`config.mk`:
```
export PLATFORM = sky130hd
export DESIGN_NAME = dma_channel_priority_status
export DESIGN_NICKNAME = d
export VERILOG_FILES = /design/src/hw/dma_prio_pkg.sv /design/src/hw/dma_channel_priority_status.sv
export SDC_FILE = /design/constraint.sdc
export NUM_CORES = 1
export LEC_CHECK = 0
export BUFFER_PORTS_ARGS = -buffer_cell sky130_fd_sc_hd__buf_4
export CAP_MARGIN = 20
export CORE_ASPECT_RATIO = 1.75
export CORE_MARGIN = 2
export CORE_UTILIZATION = 25
export DETAILED_ROUTE_END_ITERATION = 8
export PLACE_DENSITY_LB_ADDON = 0.15
export SETUP_SLACK_MARGIN = 0.4
export SYNTH_ARGS = -nofsm -noshare
export SYNTH_HDL_FRONTEND = slang
export SYNTH_SLANG_ARGS = --single-unit
```
`constraint.sdc`:
```
create_clock -name clock -period 5.4 [get_ports clock]
set_input_delay 0.54 -clock clock [delete_from_list [all_inputs] [get_ports clock]]
set_output_delay 0.54 -clock clock [all_outputs]
set_load 0.01 [all_outputs]
```
`src/hw/dma_prio_pkg.sv`:
```
package dma_prio_pkg;

  localparam int NUM_CHANNELS = 4;
  localparam int COUNT_WIDTH = 16;
  localparam int ADDR_WIDTH = 4;
  localparam int DATA_WIDTH = 16;

  // register offsets on the command port
  localparam logic [3:0] CTRL_BASE = 4'h0;   // channel control, one per channel
  localparam logic [3:0] COUNT_BASE = 4'h4;  // byte count, one per channel
  localparam logic [3:0] PRIORITY_OFFSET = 4'h8;

  // channel control fields
  localparam int CTRL_BURST_BIT = 0;
  localparam int CTRL_STRETCH_BIT = 1;
  localparam int CTRL_BUSY_BIT = 6;
  localparam int CTRL_BLOCK_END_BIT = 7;

  // priority control fields
  localparam int PRIO_ENABLE_LSB = 0;
  localparam int PRIO_ROTATE_BIT = 7;

  // values after reset, and byte count constants
  localparam logic [1:0] LAST_SERVICED_RESET = 2'h3;
  localparam logic [3:0] ENABLE_RESET = 4'h0;
  localparam logic [15:0] COUNT_ZERO = 16'h0000;
  localparam logic [15:0] COUNT_ONE = 16'h0001;

  // cycles spent between two services
  localparam int DEAD_CYCLES = 1;
  localparam int RELEASE_CYCLES = 1;

  typedef struct packed {
    logic [ADDR_WIDTH-1:0] addr;
    logic [DATA_WIDTH-1:0] wdata;
    logic wr;
    logic rd;
  } reg_req_t;

  typedef struct packed {
    logic burst;
    logic stretch;
  } chan_mode_t;

  typedef enum logic [2:0] {
    ST_IDLE,
    ST_GRANT,
    ST_XFER,
    ST_WAIT,
    ST_DEAD,
    ST_RELEASE
  } dma_state_t;

endpackage

```
`src/hw/dma_channel_priority_status.sv`:
```
// How it works
// - A channel request reaches the selector only while its enable bit is 1.
// - A channel whose zero flag is 0 has its request ignored.
// - Cycle steal keeps the latched channel until its one byte is done.
// - Burst keeps the latched channel until its byte count hits zero.
// - Latched channel stays even if request drops; transfer waits for request high.
// - The executing channel's request is refused while a service runs.
// - Normal priority: channel 0 highest, then 1, 2, 3.
// - Rotate priority: channel after last serviced first, last serviced lowest.
// - After reset rotation starts as if channel 3 was served last.
// - A lower channel waits for the higher one to finish, then starts.
// - Halt to halt channel change: one dead cycle, halt request stays low.
// - Stretch to stretch channel change: bus goes back for two cycles.
// - Same channel halt cycle steal: bus released between two bytes.
// - Same channel stretch: processor gets two clocks after each byte.
// - Busy, block end and zero flags per channel; zero flag not readable.
// - Busy set when the channel is first latched into grant, cleared when block ends at zero count.
// - Block end set at zero count, cleared right after control register read.
// - Zero flag set on nonzero count write, cleared at zero count or zero write.
// - Reset clears zero flag but keeps byte count; software must rewrite count.
//
// Implementation choices: the plain strobed port and the placing of the registers.
`timescale 1ns/1ns
`default_nettype none

module dma_channel_priority_status (
  input wire logic clock,                                   // system clock, 50 MHz
  input wire logic rst_n,                                   // synchronous reset, active low
  input wire logic ce,                                      // clock enable, freezes all state when low
  input wire dma_prio_pkg::reg_req_t reg_req,               // register command port
  output logic [dma_prio_pkg::DATA_WIDTH-1:0] reg_rdata,    // read data, cycle after the read strobe
  input wire logic [dma_prio_pkg::NUM_CHANNELS-1:0] channel_transfer_request, // request pins
  input wire logic bus_grant,                               // processor gave up the bus, pin
  output logic halt_bus_request_n,                          // halt mode bus request, active low
  output logic stretch_bus_request_n,                       // clock stretch bus request, active low
  output logic transfer_ack,                                // a channel holds the bus side
  output logic transfer_strobe,                             // one byte moves this cycle
  output logic [1:0] exec_channel                           // latched executing channel
);
  import dma_prio_pkg::*;

  ////////////////////////////////////////////////////////////////////////////
  // pick the winning channel; base is where the search starts
  function automatic logic [2:0] pick(input logic [3:0] req, input logic [1:0] base);
    logic [2:0] res;
    logic [1:0] idx;
    res = 3'h0;
    for (int i = NUM_CHANNELS - 1; i >= 0; i--) begin
      idx = base + 2'(i);
      if (req[idx]) begin
        res = {1'b1, idx};
      end
    end
    return res;
  endfunction

  ////////////////////////////////////////////////////////////////////////////
  // state
  dma_state_t state;
  dma_state_t next_state;
  logic [3:0] req_meta;
  logic [3:0] req_sync;
  logic grant_meta;
  logic grant_sync;
  logic [3:0] enable;
  logic rotate;
  logic [1:0] last_serviced;
  chan_mode_t mode [NUM_CHANNELS];
  logic [COUNT_WIDTH-1:0] byte_count [NUM_CHANNELS];
  logic [3:0] busy;
  logic [3:0] block_end;
  logic [3:0] zero_flag;
  logic [1:0] cur;
  logic [1:0] next_cur;

  ////////////////////////////////////////////////////////////////////////////
  // pins come from outside the clock domain: two flops before any use
  always_ff @(posedge clock) begin
    if (!rst_n) begin
      req_meta <= 4'h0;
      req_sync <= 4'h0;
      grant_meta <= 1'b0;
      grant_sync <= 1'b0;
    end else if (ce) begin
      req_meta <= channel_transfer_request;
      req_sync <= req_meta;
      grant_meta <= bus_grant;
      grant_sync <= grant_meta;
    end
  end

  ////////////////////////////////////////////////////////////////////////////
  // register decode
  wire is_ctrl = reg_req.addr[3:2] == CTRL_BASE[3:2];
  wire is_count = reg_req.addr[3:2] == COUNT_BASE[3:2];
  wire is_prio = reg_req.addr == PRIORITY_OFFSET;
  wire [1:0] sel_ch = reg_req.addr[1:0];
  wire ctrl_wr = reg_req.wr && is_ctrl;
  wire count_wr = reg_req.wr && is_count;
  wire prio_wr = reg_req.wr && is_prio;
  wire ctrl_rd = reg_req.rd && is_ctrl;
  wire count_wr_zero = reg_req.wdata == COUNT_ZERO;

  ////////////////////////////////////////////////////////////////////////////
  // selection: enabled, armed, and not the channel already in service
  wire [3:0] cur_onehot = 4'h1 << cur;
  wire [3:0] armed = enable & zero_flag;
  wire [3:0] refuse = (state == ST_IDLE) ? 4'h0 : cur_onehot;
  wire [3:0] eligible = req_sync & armed & ~refuse;
  wire [1:0] search_base = rotate ? last_serviced + 2'h1 : 2'h0;
  wire [2:0] winner = pick(eligible, search_base);
  wire win_valid = winner[2];
  wire [1:0] win_ch = winner[1:0];
  wire cur_stretch = mode[cur].stretch;
  wire cur_burst = mode[cur].burst && !mode[cur].stretch;   // stretch mode has no burst
  wire win_stretch = mode[win_ch].stretch;
  wire last_byte = byte_count[cur] == COUNT_ONE;
  wire cur_armed = armed[cur];
  // a halt to halt change keeps the bus, anything else hands it back first
  wire halt_to_halt = win_valid && !cur_stretch && !win_stretch;
  wire service_end = state == ST_XFER && (!cur_burst || last_byte);

  ////////////////////////////////////////////////////////////////////////////
  // sequencer next state
  always_comb begin
    next_state = state;
    next_cur = cur;
    case (state)
      ST_IDLE: begin
        if (win_valid) begin
          next_state = ST_GRANT;
          next_cur = win_ch;
        end
      end
      ST_GRANT: begin
        if (!cur_armed) begin
          next_state = ST_RELEASE;
        end else if (grant_sync && req_sync[cur]) begin
          next_state = ST_XFER;
        end
      end
      ST_XFER: begin
        if (!service_end) begin
          next_state = ST_WAIT;
        end else if (halt_to_halt) begin
          next_state = ST_DEAD;
          next_cur = win_ch;
        end else begin
          next_state = ST_RELEASE;
        end
      end
      ST_WAIT: begin
        if (!cur_armed) begin
          next_state = ST_RELEASE;
        end else if (req_sync[cur]) begin
          next_state = ST_XFER;
        end
      end
      ST_DEAD: begin
        next_state = ST_GRANT;
      end
      ST_RELEASE: begin
        next_state = ST_IDLE;
      end
      default: begin
        next_state = ST_IDLE;
      end
    endcase
  end

  ////////////////////////////////////////////////////////////////////////////
  // sequencer flops and the latched channel
  always_ff @(posedge clock) begin
    if (!rst_n) begin
      state <= ST_IDLE;
      cur <= 2'h0;
    end else if (ce) begin
      state <= next_state;
      cur <= next_cur;
    end
  end

  ////////////////////////////////////////////////////////////////////////////
  // rotation pointer moves only when a service ends
  always_ff @(posedge clock) begin
    if (!rst_n) begin
      last_serviced <= LAST_SERVICED_RESET;
    end else if (ce && service_end) begin
      last_serviced <= cur;
    end
  end

  ////////////////////////////////////////////////////////////////////////////
  // software control: enables, rotate, channel modes
  always_ff @(posedge clock) begin
    if (!rst_n) begin
      enable <= ENABLE_RESET;
      rotate <= 1'b0;
      for (int c = 0; c < NUM_CHANNELS; c++) begin
        mode[c] <= '0;
      end
    end else if (ce) begin
      if (prio_wr) begin
        enable <= reg_req.wdata[PRIO_ENABLE_LSB +: NUM_CHANNELS];
        rotate <= reg_req.wdata[PRIO_ROTATE_BIT];
      end
      if (ctrl_wr) begin
        mode[sel_ch].burst <= reg_req.wdata[CTRL_BURST_BIT];
        mode[sel_ch].stretch <= reg_req.wdata[CTRL_STRETCH_BIT];
      end
    end
  end

  ////////////////////////////////////////////////////////////////////////////
  // byte count has no reset on purpose: its contents survive reset
  always_ff @(posedge clock) begin
    if (ce) begin
      if (count_wr) begin
        byte_count[sel_ch] <= reg_req.wdata;
      end
      if (state == ST_XFER && !(count_wr && sel_ch == cur)) begin
        byte_count[cur] <= byte_count[cur] - COUNT_ONE;
      end
    end
  end

  ////////////////////////////////////////////////////////////////////////////
  // status flags per channel; a hardware set beats a same-cycle clear
  always_ff @(posedge clock) begin
    if (!rst_n) begin
      busy <= 4'h0;
      block_end <= 4'h0;
      zero_flag <= 4'h0;
    end else if (ce) begin
      for (int c = 0; c < NUM_CHANNELS; c++) begin
        // zero flag: a software write decides over the count running out
        if (count_wr && sel_ch == 2'(c)) begin
          zero_flag[c] <= !count_wr_zero;
        end else if (state == ST_XFER && cur == 2'(c) && last_byte) begin
          zero_flag[c] <= 1'b0;
        end
        if (state == ST_XFER && cur == 2'(c) && last_byte) begin
          busy[c] <= 1'b0;
        end else if (next_state == ST_GRANT && state != ST_GRANT && next_cur == 2'(c)) begin
          busy[c] <= 1'b1;
        end
        if (state == ST_XFER && cur == 2'(c) && last_byte) begin
          block_end[c] <= 1'b1;
        end else if (ctrl_rd && sel_ch == 2'(c)) begin
          block_end[c] <= 1'b0;
        end
      end
    end
  end

  ////////////////////////////////////////////////////////////////////////////
  // read mux; zero flag never appears, unmapped reads return zero
  logic [DATA_WIDTH-1:0] read_value;
  always_comb begin
    read_value = '0;
    if (is_ctrl) begin
      read_value[CTRL_BURST_BIT] = mode[sel_ch].burst;
      read_value[CTRL_STRETCH_BIT] = mode[sel_ch].stretch;
      read_value[CTRL_BUSY_BIT] = busy[sel_ch];
      read_value[CTRL_BLOCK_END_BIT] = block_end[sel_ch];
    end else if (is_count) begin
      read_value = byte_count[sel_ch];
    end else if (is_prio) begin
      read_value[PRIO_ENABLE_LSB +: NUM_CHANNELS] = enable;
      read_value[PRIO_ROTATE_BIT] = rotate;
    end
  end

  always_ff @(posedge clock) begin
    if (!rst_n) begin
      reg_rdata <= '0;
    end else if (ce) begin
      reg_rdata <= reg_req.rd ? read_value : '0;
    end
  end

  ////////////////////////////////////////////////////////////////////////////
  // bus side outputs; the dead cycle keeps the halt request asserted
  wire holding = state == ST_GRANT || state == ST_XFER || state == ST_WAIT || state == ST_DEAD;
  assign halt_bus_request_n = !(holding && !cur_stretch);
  assign stretch_bus_request_n = !(holding && cur_stretch && state != ST_DEAD);
  assign transfer_ack = holding;
  assign transfer_strobe = state == ST_XFER;
  assign exec_channel = cur;

endmodule // dma_channel_priority_status

`default_nettype wire

```
# Word level (Yosys, flattened, before mapping)

Memory sizes are Yosys's and may differ from the RTL's. A register that Yosys moved wholly into a read port is not among the register bits.
Cells that the tools add are included.

Add/subtract/negate cells: 5
$mul: 0
Div/mod/pow operators: 0
$lt $le $gt $ge: 6
Eq/ne operators: 20
Shifts and indexed selects: 1
Multiplexer cells: 87
Bitwise gates (word level): 4
Reduce and logical (&&, ||, !) cells: 79

Operators by type and width:

| kind                  | number |
|---|---|
| $mux 1                | 47 |
| $logic_and 1x1->1     | 36 |
| $mux 3                | 11 |
| $reduce_and 2->1      | 13 |
| $mux 2                | 12 |
| $reduce_bool 2->1     | 12 |
| $lt 2x3->1 const B    | 6 |
| $bmux 1 s2            | 8 |
| $eq 16x1->1 const B   | 1 |
| $logic_not 16->1      | 1 |
| $mux 16               | 1 |
| $mux 4                | 4 |
| $mux 8                | 2 |
| $sub 16x1->16 const B | 1 |
| $pmux 3 s5            | 1 |
| $and 4x4->4           | 3 |
| $eq 2x2->1 const B    | 6 |
| $eq 2x1->1 const B    | 4 |
| $logic_not 2->1       | 4 |
| $logic_not 1->1       | 7 |
| $eq 3x1->1 const B    | 2 |
| $eq 3x2->1 const B    | 2 |
| $add 2x1->2 const B   | 2 |
| $add 2x2->2 const B   | 2 |
| 11 further kinds      | 14 |

Bits in registers: 50
Bits in latches: 0
Bits in writable memories: 72
Bits in read-only memories: 0
Word-level logic and storage cells: 226
Memories: 2

Memory list:

| memory     | depth | width | rd ports | clocked after Yosys merged registers in | write ports | RTL line                          | source |
|---|---|---|---|---|---|---|---|
| byte_count | 4     | 16    | 2        | 1                                       | 2           | dma_channel_priority_status.sv:69 | `logic [COUNT_WIDTH-1:0] byte_count [NUM_CHANNELS];` |
| mode       | 4     | 2     | 3        | 1                                       | 4           | dma_channel_priority_status.sv:68 | `chan_mode_t mode [NUM_CHANNELS];` |

# Logic depth before layout (Yosys ltp)

Gate-level depths: netlist (run 1).
An unclocked memory read counts as a cell.

Depth in word-level cells: 21
Depth in mapped cells: 13
Gate-level depth less buffers: 11

# Least setup slack after synthesis (run 1)

OpenSTA, ideal clock, no wires.

Path type: input to register
Start: input port reg_req[19] (netlist name)
End: memory byte_count[3][0] (enable)
Arrival time: 2875 ps
Setup slack: 2114 ps
Stages: 5
Path through: clkbuf_1 -> clkbuf_1 -> clkbuf_1 -> nand2_1 -> o21ai_0

RTL lines:

| what        | RTL line                          | source |
|---|---|---|
| from (decl) | dma_channel_priority_status.sv:30 | `input wire dma_prio_pkg::reg_req_t reg_req,` |
| to (decl)   | dma_channel_priority_status.sv:69 |  |

==> results of run 1 <==
[worst min-delay path, cell delays in order]
cell and delay [ns]:
buf_4 0.08, mux2i_1 0.05, nor2b_1 0.09
[per-stage QoR]
step | total power [W] | worst slack (ns)
floorplan | 0.00117 | 2.11
global placement | 0.00125 | 1.56
detailed placement | 0.00125 | 1.43
CTS | 0.00241 | 1.42
global route | 0.00247 | 1.50
finish | 0.00239 | 1.76
[flip-flops by register name, summed over array words and instances (netlist names), named ones only]
name           count
grant_meta         1
req_sync           4
req_meta           4
zero_flag          4
rotate             1
grant_sync         1
reg_rdata         16
last_serviced      2
byte_count        64
busy               4
enable             4
state              3
exec_channel       2
block_end          4
mode               8
[path summary, 6_finish.rpt]
check	from	endpoint	slack [ns]
hold reg to reg	busy[2]	busy[2]	0.48
hold / removal	channel_transfer_request[3]	req_meta[3]	0.37
setup / recovery	flip-flop	byte_count[1][15]	1.76
setup reg to reg	flip-flop	byte_count[1][15]	1.76
[cells by family (layout without fill, tap and decap cells)]
group,count (synthesis),after routing
flops,124,124
fa+ha+maj,2,2
simple gates,242,242
mux,58,58
buf+inv,54,104
compound gates,177,177
xor+xnor,17,17
[synth_stat cells, types with 4 or more instances]
cell type / n / area [um^2]
dfxtp_1: 52 / 1040
o21ai_1: 5 / 25.0
nand3_1: 19 / 95.1
xnor2_1: 8 / 70.1
nand4_1: 4 / 25.0
nor3_1: 8 / 40.0
clkbuf_1: 38 / 143
a21boi_0: 9 / 67.6
nand2b_1: 10 / 62.6
nor2b_1: 49 / 307
buf_1: 4 / 15.0
o211ai_1: 4 / 30.0
or3_1: 5 / 31.3
edfxtp_1: 72 / 2160
o21ai_0: 85 / 425
mux4_2: 38 / 856
a211o_1: 7 / 61.3
inv_1: 8 / 30.0
a21oi_1: 31 / 155
nand2_1: 97 / 364
nor4_1: 5 / 31.3
nor2_1: 25 / 93.8
xor2_1: 9 / 78.8
mux2i_1: 19 / 190
a31oi_1: 4 / 25.0
[per-layer routing]
metal  track usage [%]  part of all wire, %  vias to the layer above
li1                  -                    -                     2578
met1              16.4                   36                     2738
met2              31.2                   56                      157
met3              2.85                  2.9                       58
met4              9.64                  4.9                        0
met5                 0                    0                        -
[final cells by class]
type | count | area, um^2
repair buffers | 64 | 508
clock inverters | 5 | 51.3
well taps | 369 | 462
inverters | 8 | 30.0
clock buffers | 27 | 546
fillers | 2803 | 19000
flip-flops and latches | 124 | 3200
multi-input cells | 496 | 3550
[report_power, final]
part | switching (W) | total [W] | internal, W
registers | 0.0000191 | 0.00104 | 0.00102
clock network | 0.000423 | 0.00116 | 0.000735
logic | 0.000113 | 0.000196 | 0.0000838
==> metrics.csv, run 1 <==
metric,value,unit
total negative slack,0,ns
largest net degree at the start of global routing,59,
Post-Syn Area,6970,um^2
critical path required time,5.53,ns
Levels on crit path,9,
Hold Path Class,input pin to flip-flop,
final antenna diode count,0,
fmax,0.275,GHz
CTS clock-pin slew for the worst setup and hold paths,0.06,ns
vias after detailed routing,5531,
worst clock skew,0.00779,ns
gr usage total,16.5,%
Placer Congestion,0.829,
unrepaired setup endpoints after global routing,no,
wire length per cell,21.3,um
I/O Pins,52,
Placed Instance Area,7710,um^2
CTS root buffer,clkbuf_16,
worst skew pair latency,0.43,ns
VDD IR max,188,uV
Synth Register Bits,124,
final setup fails,0,
hold_ws,0.372,ns
die outline width,130,um
Worst slew margin,32.0,%
Final Cell Area,8350,um^2
largest family of logic cells by synthesized area,simple AND/OR/NAND/NOR gates,
status,finished clean,
"commonest cells after routing, fill and taps aside","97 x nand2_1, 82 x o21ai_0, 72 x edfxtp_1, 62 x buf_4, 52 x dfxtp_1",
sequential share of the synthesized area,46.0,%
Sink Count,124,
period utilisation layout,67.4,%
R2R depth,9,
"Hold Vio Cnt, Final",0,
first-pass GRT wire length,34.8,mm
Setup crit start kind,flip-flop,
worst-margin pin slew,1.02,ns
crit end category,flip-flop,
Pwr Density,286,nW/um^2
maxcap violations,0,
Slew Limit Fails,0,
core area,27300,um^2
crit path time final,3.64,ns
vias in the first global route,5785,
area share of fa/ha/maj cells after synthesis,0.359,%
"slowest stage delay, CP",0.64,ns
"leading cell type in the layout, fill and taps excluded",nand2_1,
share of layout cells above drive strength 1,19.8,%
# Post-CTS Setup Buffers,0,
dominant synthesized flop cell,edfxtp_1,
DR DRC count,0,
Resized cells post-CTS,0,
Worst path top cell family by delay,simple AND/OR/NAND/NOR gates,
DIE AREA,29300,um^2
number of buffers created by CTS,17,
syn avg cell area,10.3,um^2
Congestion Overflow GR,0,
Layout Cells excl Fill,1093,
CP Buf/Inv Count,2,
Initial Util,25.5,%
syn_nets,706,
xor/xnor share of the synthesized area,2.14,%
compound-cell area share of the yosys netlist,15.3,%
initial antenna violation count,0,
Nets,743,
multiplexer share of the synthesized area,15.2,%
row count,80,
die extent in y,225,um
fin util,30.6,%
Layout area overhead,19.8,%
Critical-path top delay cell,dfxtp_1,
CP Cell Sequence,"buf_8, buf_4, mux4_2, or3_1, or3_1, nor3_2, nand3b_1, xor2_1, o21ai_0",
CP Class,flip-flop to flip-flop,
distinct cell type count after synthesis,63,
Syn. warnings,0,
CTS tree,yes,
Max Root-Sink Buffers,2,
Cells after DPL,1059,
"EDFF count, synth",72,
cell mode on critical path,or3_1,
port buffer count,51,
Hold Buf Count CTS,0,
Post-DRT Antenna Nets,0,
Crit Path Max Fanout,8,
hold path depth,3,
DR pass1 iterations,5,
Mapped Cells,674,
vias per cell,5.06,
Simple-Gate Fraction of Synth Area,18.0,%
Critical Path AT,3.77,ns
H-Tree Level Count,4,
post-DP HPWL,17.0,mm
ys async rst share,0,%
DR iter-0 viols,387,
leakage,2.94,nW
WL final,23.3,mm
Power figures use the tool's default switching activity.
==> inputs of run 2 (changes only) <==
--- a/config.mk
+++ b/config.mk
@@ -5,6 +5,7 @@
 export SDC_FILE = /design/constraint.sdc
 export NUM_CORES = 1
 export LEC_CHECK = 0
+export ABC_AREA = 1
 export BUFFER_PORTS_ARGS = -buffer_cell sky130_fd_sc_hd__buf_4
 export CAP_MARGIN = 20
 export CORE_ASPECT_RATIO = 1.75
==> constraint.sdc (replaced) <==
create_clock -name clock -period 3.1 [get_ports clock]
set_input_delay 0.31 -clock clock [delete_from_list [all_inputs] [get_ports clock]]
set_output_delay 0.31 -clock clock [all_outputs]
set_load 0.01 [all_outputs]
==> metrics.csv, run 2 <==
metric,value,unit,change
number of buffers created by CTS,17,,unchanged
port buffer count,51,,unchanged
crit path time final,2.55,ns,-1.09 ns
dominant synthesized flop cell,edfxtp_1,,
CP Class,flip-flop to flip-flop,,
DIE AREA,29400,um^2,+0.46%
worst skew pair latency,0.44,ns,about the same
Slew Limit Fails,0,,unchanged
I/O Pins,52,,unchanged
Post-synth top cells,"256 x nand2_1, 111 x o21ai_0, 82 x inv_1",,
Worst slew margin,61.5,%,+29 points
R2R depth,13,,+4
Placer Congestion,0.880,,+6.2%
status,finished clean,,
crit end category,flip-flop,,
distinct cell type count after synthesis,41,,-35%
CP Cell Sequence,"buf_12, a21oi_1, a32oi_4, inv_2, nand3_1, nor2_2, inv_2, nor2_2, and3_2, nand3_2, nor2_1, xor2_2, o21ai_1",,
synth top area cells,"edfxtp_1 31%, dfxtp_1 15%, nand2_1 14%, o21ai_0 7.9%, inv_1 4.4%",,
sequential share of the synthesized area,45.7,%,-0.21 points
total negative slack,0,ns,unchanged
post-DP HPWL,20.2,mm,+19%
Total Power,0.00454,W,+90%
unrepaired setup endpoints after global routing,yes,,
first-pass GRT wire length,39.6,mm,+14%
Regs by FF count,"byte_count: 64 flops, reg_rdata: 16 flops, mode: 8 flops",,
core area,27800,um^2,+1.6%
gr usage total,18.6,%,+2.1 points
fin util,31.3,%,+0.79 points
Setup crit start kind,flip-flop,,
largest net degree at the start of global routing,47,,-20%
DR iter-0 viols,307,,-21%
Critical-path top delay cell,dfxtp_4,,
Congestion Overflow GR,0,,unchanged
ys async rst share,0,%,unchanged
final setup fails,0,,unchanged
Nets,1027,,+38%
fmax,0.392,GHz,+43%
Initial Util,25.2,%,-0.29 points
vias after detailed routing,6672,,+21%
Layout Cells excl Fill,1381,,+26%
CTS tree,yes,,
DR DRC count,0,,unchanged
share of layout cells above drive strength 1,17.1,%,-2.7 points
CTS root buffer,clkbuf_16,,
WL final,26.5,mm,+14%
Crit Path Max Fanout,19,,+11
Post-Syn Area,7000,um^2,+0.47%
Placed Instance Area,7950,um^2,+3.1%
vias in the first global route,6711,,+16%
"slowest stage delay, CP",0.38,ns,-0.26 ns
die outline width,131,um,+0.23%
die extent in y,225,um,+0.23%
vias per cell,4.83,,-4.5%
Max Root-Sink Buffers,2,,unchanged
FILL cells,3054,,+9.0%
syn_nets,961,,+36%
max reg flops,64,,unchanged
top-area cell type share of the netlist area,30.9,%,-0.14 points
worst clock skew,0.00971,ns,+0.00192 ns
Pwr Density,522,nW/um^2,+82%
most numerous cell in the Yosys netlist,nand2_1,,
initial antenna violation count,0,,unchanged
DR pass1 iterations,4,,-1
Cells after DPL,1344,,+27%
Synth Register Bits,124,,unchanged
wire length per cell,19.2,um,-10%
VDD IR max,372,uV,+98%
"commonest cells after routing, fill and taps aside","253 x nand2_1, 106 x o21ai_0, 83 x buf_4, 81 x inv_1, 72 x edfxtp_1",,
Reg-to-Reg End,byte_count[3][15],,
H-Tree Level Count,4,,unchanged
critical path required time,3.29,ns,-2.24 ns
Critical Path End,byte_count[3][15],,
CTS clock-pin slew for the worst setup and hold paths,0.06,ns,about the same
leakage,3.50,nW,+19%
final antenna diode count,0,,unchanged
Mapped Cells,929,,+38%
worst-margin pin slew,0.577,ns,-0.440 ns
maxcap violations,0,,unchanged
Reg with most FFs,byte_count,,
"EDFF count, synth",72,,unchanged
period utilisation layout,82.4,%,+15 points
Critical Path AT,2.74,ns,-1.03 ns
"leading cell type in the layout, fill and taps excluded",nand2_1,,
flop2flop setup slack,0.55,ns,-1.21 ns
Layout area overhead,24.3,%,
row count,81,,+1.3%
Hold Path Class,input pin to flip-flop,,
syn avg cell area,7.54,um^2,-27%
Post-DRT Antenna Nets,0,,unchanged
"Hold Vio Cnt, Final",0,,unchanged
largest area contributor in the netlist,edfxtp_1,,
Sink Count,124,,unchanged
Syn. warnings,0,,unchanged
Final Cell Area,8700,um^2,+4.2%
## run 2: changes by cell type in the layout (fill, tap and decap cells not counted), moves of 19 or more
cell	delta
nor2_1	+30
buf_4	+21
nor2b_1	-49
mux4_2	-38
o22ai_1	+21
nand2_1	+156
inv_1	+73
mux2i_1	-19
nand3_1	+41
o21ai_0	+24
## run 2: layout make-up
type / instances / area [um^2] / area share, %
clock buffer: 20 / 437 / 5.02
clock inverter: 12 / 170 / 1.96
inverter: 99 / 384 / 4.41
multi-input combinational: 665 / 3330 / 38.2
sequential: 124 / 3210 / 36.9
tap: 373 / 467 / 5.36
timing repair buffer: 88 / 706 / 8.11
## run 2: worst min path at each step
stage	slack (ns)	startpoint	depth (start not counted)	end
after detailed placement	0.45	busy[0]	2	busy[0]
final	0.1	channel_transfer_request[2]	3	req_meta[2]
after global placement	0.45	busy[0]	2	busy[0]
after CTS	0.08	channel_transfer_request[2]	3	req_meta[2]
after floorplan	0.43	busy[3]	2	busy[3]
after global routing	0.09	channel_transfer_request[0]	3	req_meta[0]
## run 2: metrics by stage
step,worst slack [ns],hold slack [ns]
floorplan,0.403,0.428
global placement,0.477,0.450
detailed placement,0.407,0.453
CTS,0.435,0.0818
global route,0.369,0.0922
finish,0.546,0.0974
## run 2: worst max-delay path, delay by kind of cell, from the launching register on
family	cells	cell delay, ns
simple gates	6	0.99
buf+inv	3	0.28
flops	1	0.38
xor+xnor	1	0.24
compound gates	3	0.42
## run 2: cell families (layout without fill, tap and decap cells)
logic type               after synthesis  after routing  share of synthesized area (%)
AND/OR/NAND/NOR                      420            420                           25.4
AO/OA/AOI/OAI                        228            228                           18.5
buffers and inverters                140            219                           8.02
flip-flops                           124            124                           45.7
XOR/XNOR                              15             15                           1.98
adder cells (fa/ha/maj)                2              2                          0.357
## run 2: power breakdown
group,switching (W),internal [W],total [W]
Clock,0.000765,0.00134,0.00210
Sequential,0.0000336,0.00179,0.00182
Combinational,0.000410,0.000204,0.000614
## run 2: repair_timing
action	in CTS	in global routing
pin swaps	0	5
endpoints found under the hold margin	0	0
gates resized for setup	3	32
buffers inserted	0	5
endpoints found under the setup margin	8	39
hold buffers	0	0
## run 2: metal layers
layer  track usage [%]  wire, um  vias up  part of all wire [%]
met5                 0         0        -                     0
met4              11.2      1510        0                   5.7
met3              3.56       988       64                   3.7
met2              35.4     14700      182                    55
met1              18.0      9330     3149                    35
li1                  -         -     3277                     -
==> inputs of run 3 (changes only) <==
--- a/config.mk
+++ b/config.mk
@@ -5,7 +5,7 @@
 export SDC_FILE = /design/constraint.sdc
 export NUM_CORES = 1
 export LEC_CHECK = 0
-export ABC_AREA = 1
+export ABC_AREA = 0
 export BUFFER_PORTS_ARGS = -buffer_cell sky130_fd_sc_hd__buf_4
 export CAP_MARGIN = 20
 export CORE_ASPECT_RATIO = 1.75
==> constraint.sdc (replaced) <==
create_clock -name clock -period 2.1 [get_ports clock]
set_input_delay 0.21 -clock clock [delete_from_list [all_inputs] [get_ports clock]]
set_output_delay 0.21 -clock clock [all_outputs]
set_load 0.01 [all_outputs]
==> metrics.csv, run 3 (same netlist as run 1, synthesis figures left out) <==
metric,value,unit,change
Hold Path Class,input pin to flip-flop,,
number of buffers created by CTS,17,,unchanged
DIE AREA,29300,um^2,-0.45%
hold path start,channel_transfer_request[2],,
vias per cell,4.97,,+2.9%
DR DRC count,0,,unchanged
Sink Count,124,,unchanged
H-Tree Level Count,4,,unchanged
Setup WS pre-CTS,-0.961,ns,-1.37 ns
port buffer count,51,,unchanged
CP Class,flip-flop to flip-flop,,
wire length per cell,21.6,um,+12%
Cells after DPL,1179,,-12%
cell mode on critical path,or3_4,,
failing checks,setup timing,,
period utilisation layout,144,%,+62 points
Slew Limit Fails,0,,unchanged
crit path time final,3.03,ns,+0.472 ns
Pwr Density,625,nW/um^2,+20%
hold_ws,0.0458,ns,-0.0516 ns
die outline width,130,um,-0.23%
worst skew pair latency,0.43,ns,about the same
final antenna diode count,0,,unchanged
DR pass1 iterations,4,,unchanged
DR iter-0 viols,374,,+22%
flop2flop setup slack,-0.93,ns,-1.47 ns
CP Cell Sequence,"buf_12, buf_4, mux4_2, or3_4, or3_4, nor3_4, nand3b_1, xor2_2, o21ai_1",,
"Hold Vio Cnt, Final",0,,unchanged
initial antenna violation count,0,,unchanged
Total Power,0.00641,W,+41%
"slowest stage delay, CP",0.52,ns,+0.14 ns
unrepaired setup endpoints after global routing,yes,,
status,"finished, violations left",,
maxcap violations,0,,unchanged
VDD IR max,552,uV,+48%
gr usage total,18.4,%,-0.26 points
Regs by FF count,"byte_count: 64 flops, reg_rdata: 16 flops, mode: 8 flops",,
Initial Util,25.5,%,+0.29 points
fin util,37.5,%,+6.2 points
row count,80,,-1.2%
vias after detailed routing,6124,,-8.2%
Nets,882,,-14%
Max Root-Sink Buffers,2,,unchanged
Crit Path Max Fanout,11,,-8
first-pass GRT wire length,38.8,mm,-2.0%
Critical-path top delay cell,mux4_2,,
"leading cell type in the layout, fill and taps excluded",buf_4,,
Sequential Area,3220,um^2,+0.16%
CTS clock-pin slew for the worst setup and hold paths,0.05,ns,about the same
Congestion Overflow GR,0,,unchanged
setup ws final,-0.926,ns,-1.47 ns
critical path required time,2.27,ns,-1.02 ns
core area,27300,um^2,-1.6%
Reg-to-Reg End,byte_count[1][15],,
max reg flops,64,,unchanged
Post-DRT Antenna Nets,0,,unchanged
Layout Cells excl Fill,1232,,-11%
Layout area overhead,47.0,%,
Setup crit start kind,flip-flop,,
multi-input combinational cell area,4080,um^2,+23%
CTS tree,yes,,
Reg with most FFs,byte_count,,
CTS root buffer,clkbuf_16,,
worst-margin pin slew,0.745,ns,+0.168 ns
Critical Path End,byte_count[1][15],,
die extent in y,225,um,-0.23%
Critical Path AT,3.20,ns,+0.46 ns
Worst slew margin,49.8,%,-12 points
leakage,3.91,nW,+12%
crit end category,flip-flop,,
largest net degree at the start of global routing,34,,-28%
Placer Congestion,0.874,,-0.68%
I/O Pins,52,,unchanged
FILL cells,2675,,-12%
worst clock skew,0.0102,ns,+0.000538 ns
WL final,26.6,mm,+0.22%
Hold Buf Count CTS,0,,unchanged
"commonest cells after routing, fill and taps aside","169 x buf_4, 87 x nand2_1, 72 x edfxtp_1, 57 x o21ai_1, 48 x nor2b_1",,
vias in the first global route,6478,,-3.5%
share of layout cells above drive strength 1,40.4,%,+23 points
post-DP HPWL,19.1,mm,-5.8%
final setup fails,78,,+78
R2R depth,9,,-4
fmax,0.330,GHz,-16%
## run 3: cell types whose count changed in the layout (fill, tap and decap cells not counted), moves of 38 or more
cell	previous run	this run
nand3_1	60	18
nor2b_1	0	48
nand2_1	253	87
mux4_2	0	38
o21ai_1	11	57
inv_1	81	7
buf_4	83	169
o21ai_0	106	28
## run 3: timing repair
item | CTS | global route
pin swaps | 13 | 8
cloned | 2 | 3
resized for setup | 85 | 35
setup endpoints to repair | 152 | 154
buffers inserted | 9 | 7
## run 3: final cells by class
type | instances | area share (%)
clock buffer | 23 | 4.47
clock inverter | 9 | 1.40
inverter | 8 | 0.317
multi-input combinational | 496 | 39.9
sequential | 124 | 31.4
tap | 369 | 4.51
timing repair buffer | 203 | 18.0
## run 3: how the worst min path moves through the flow
stage	end	cells after the start
global placement	busy[0]	2
detailed placement	busy[2]	2
finish	req_meta[2]	3
floorplan	grant_meta	2
CTS	req_meta[2]	3
global route	req_meta[3]	3
## run 3: per-stage QoR
stage	area, um^2	setup TNS [ns]
detailed placement	8890	-46.13
global placement	8890	-45.28
CTS	9980	-45.39
floorplan	7270	-28.52
global route	10200	-52.90
finish	10200	-44.89
## run 3: per-layer routing
metal | global-route usage, % | up-vias | wire length [um]
li1 | - | 2852 | -
met1 | 17.5 | 3045 | 8950
met2 | 36.3 | 156 | 15200
met3 | 2.97 | 71 | 860
met4 | 9.68 | 0 | 1520
met5 | 0 | - | 0
## run 3: critical path, delay by kind of cell (launching register included)
family	cells	cell delay, ns
mux	1	0.52
buf+inv	2	0.29
xor+xnor	1	0.24
flops	1	0.36
simple gates	4	1.27
compound gates	1	0.09
## run 3: power breakdown
group	leakage, nW	internal [W]	switching [W]
combinational	2.54	0.000330	0.000385
clock	0.296	0.00200	0.00105
sequential	1.08	0.00261	0.0000297
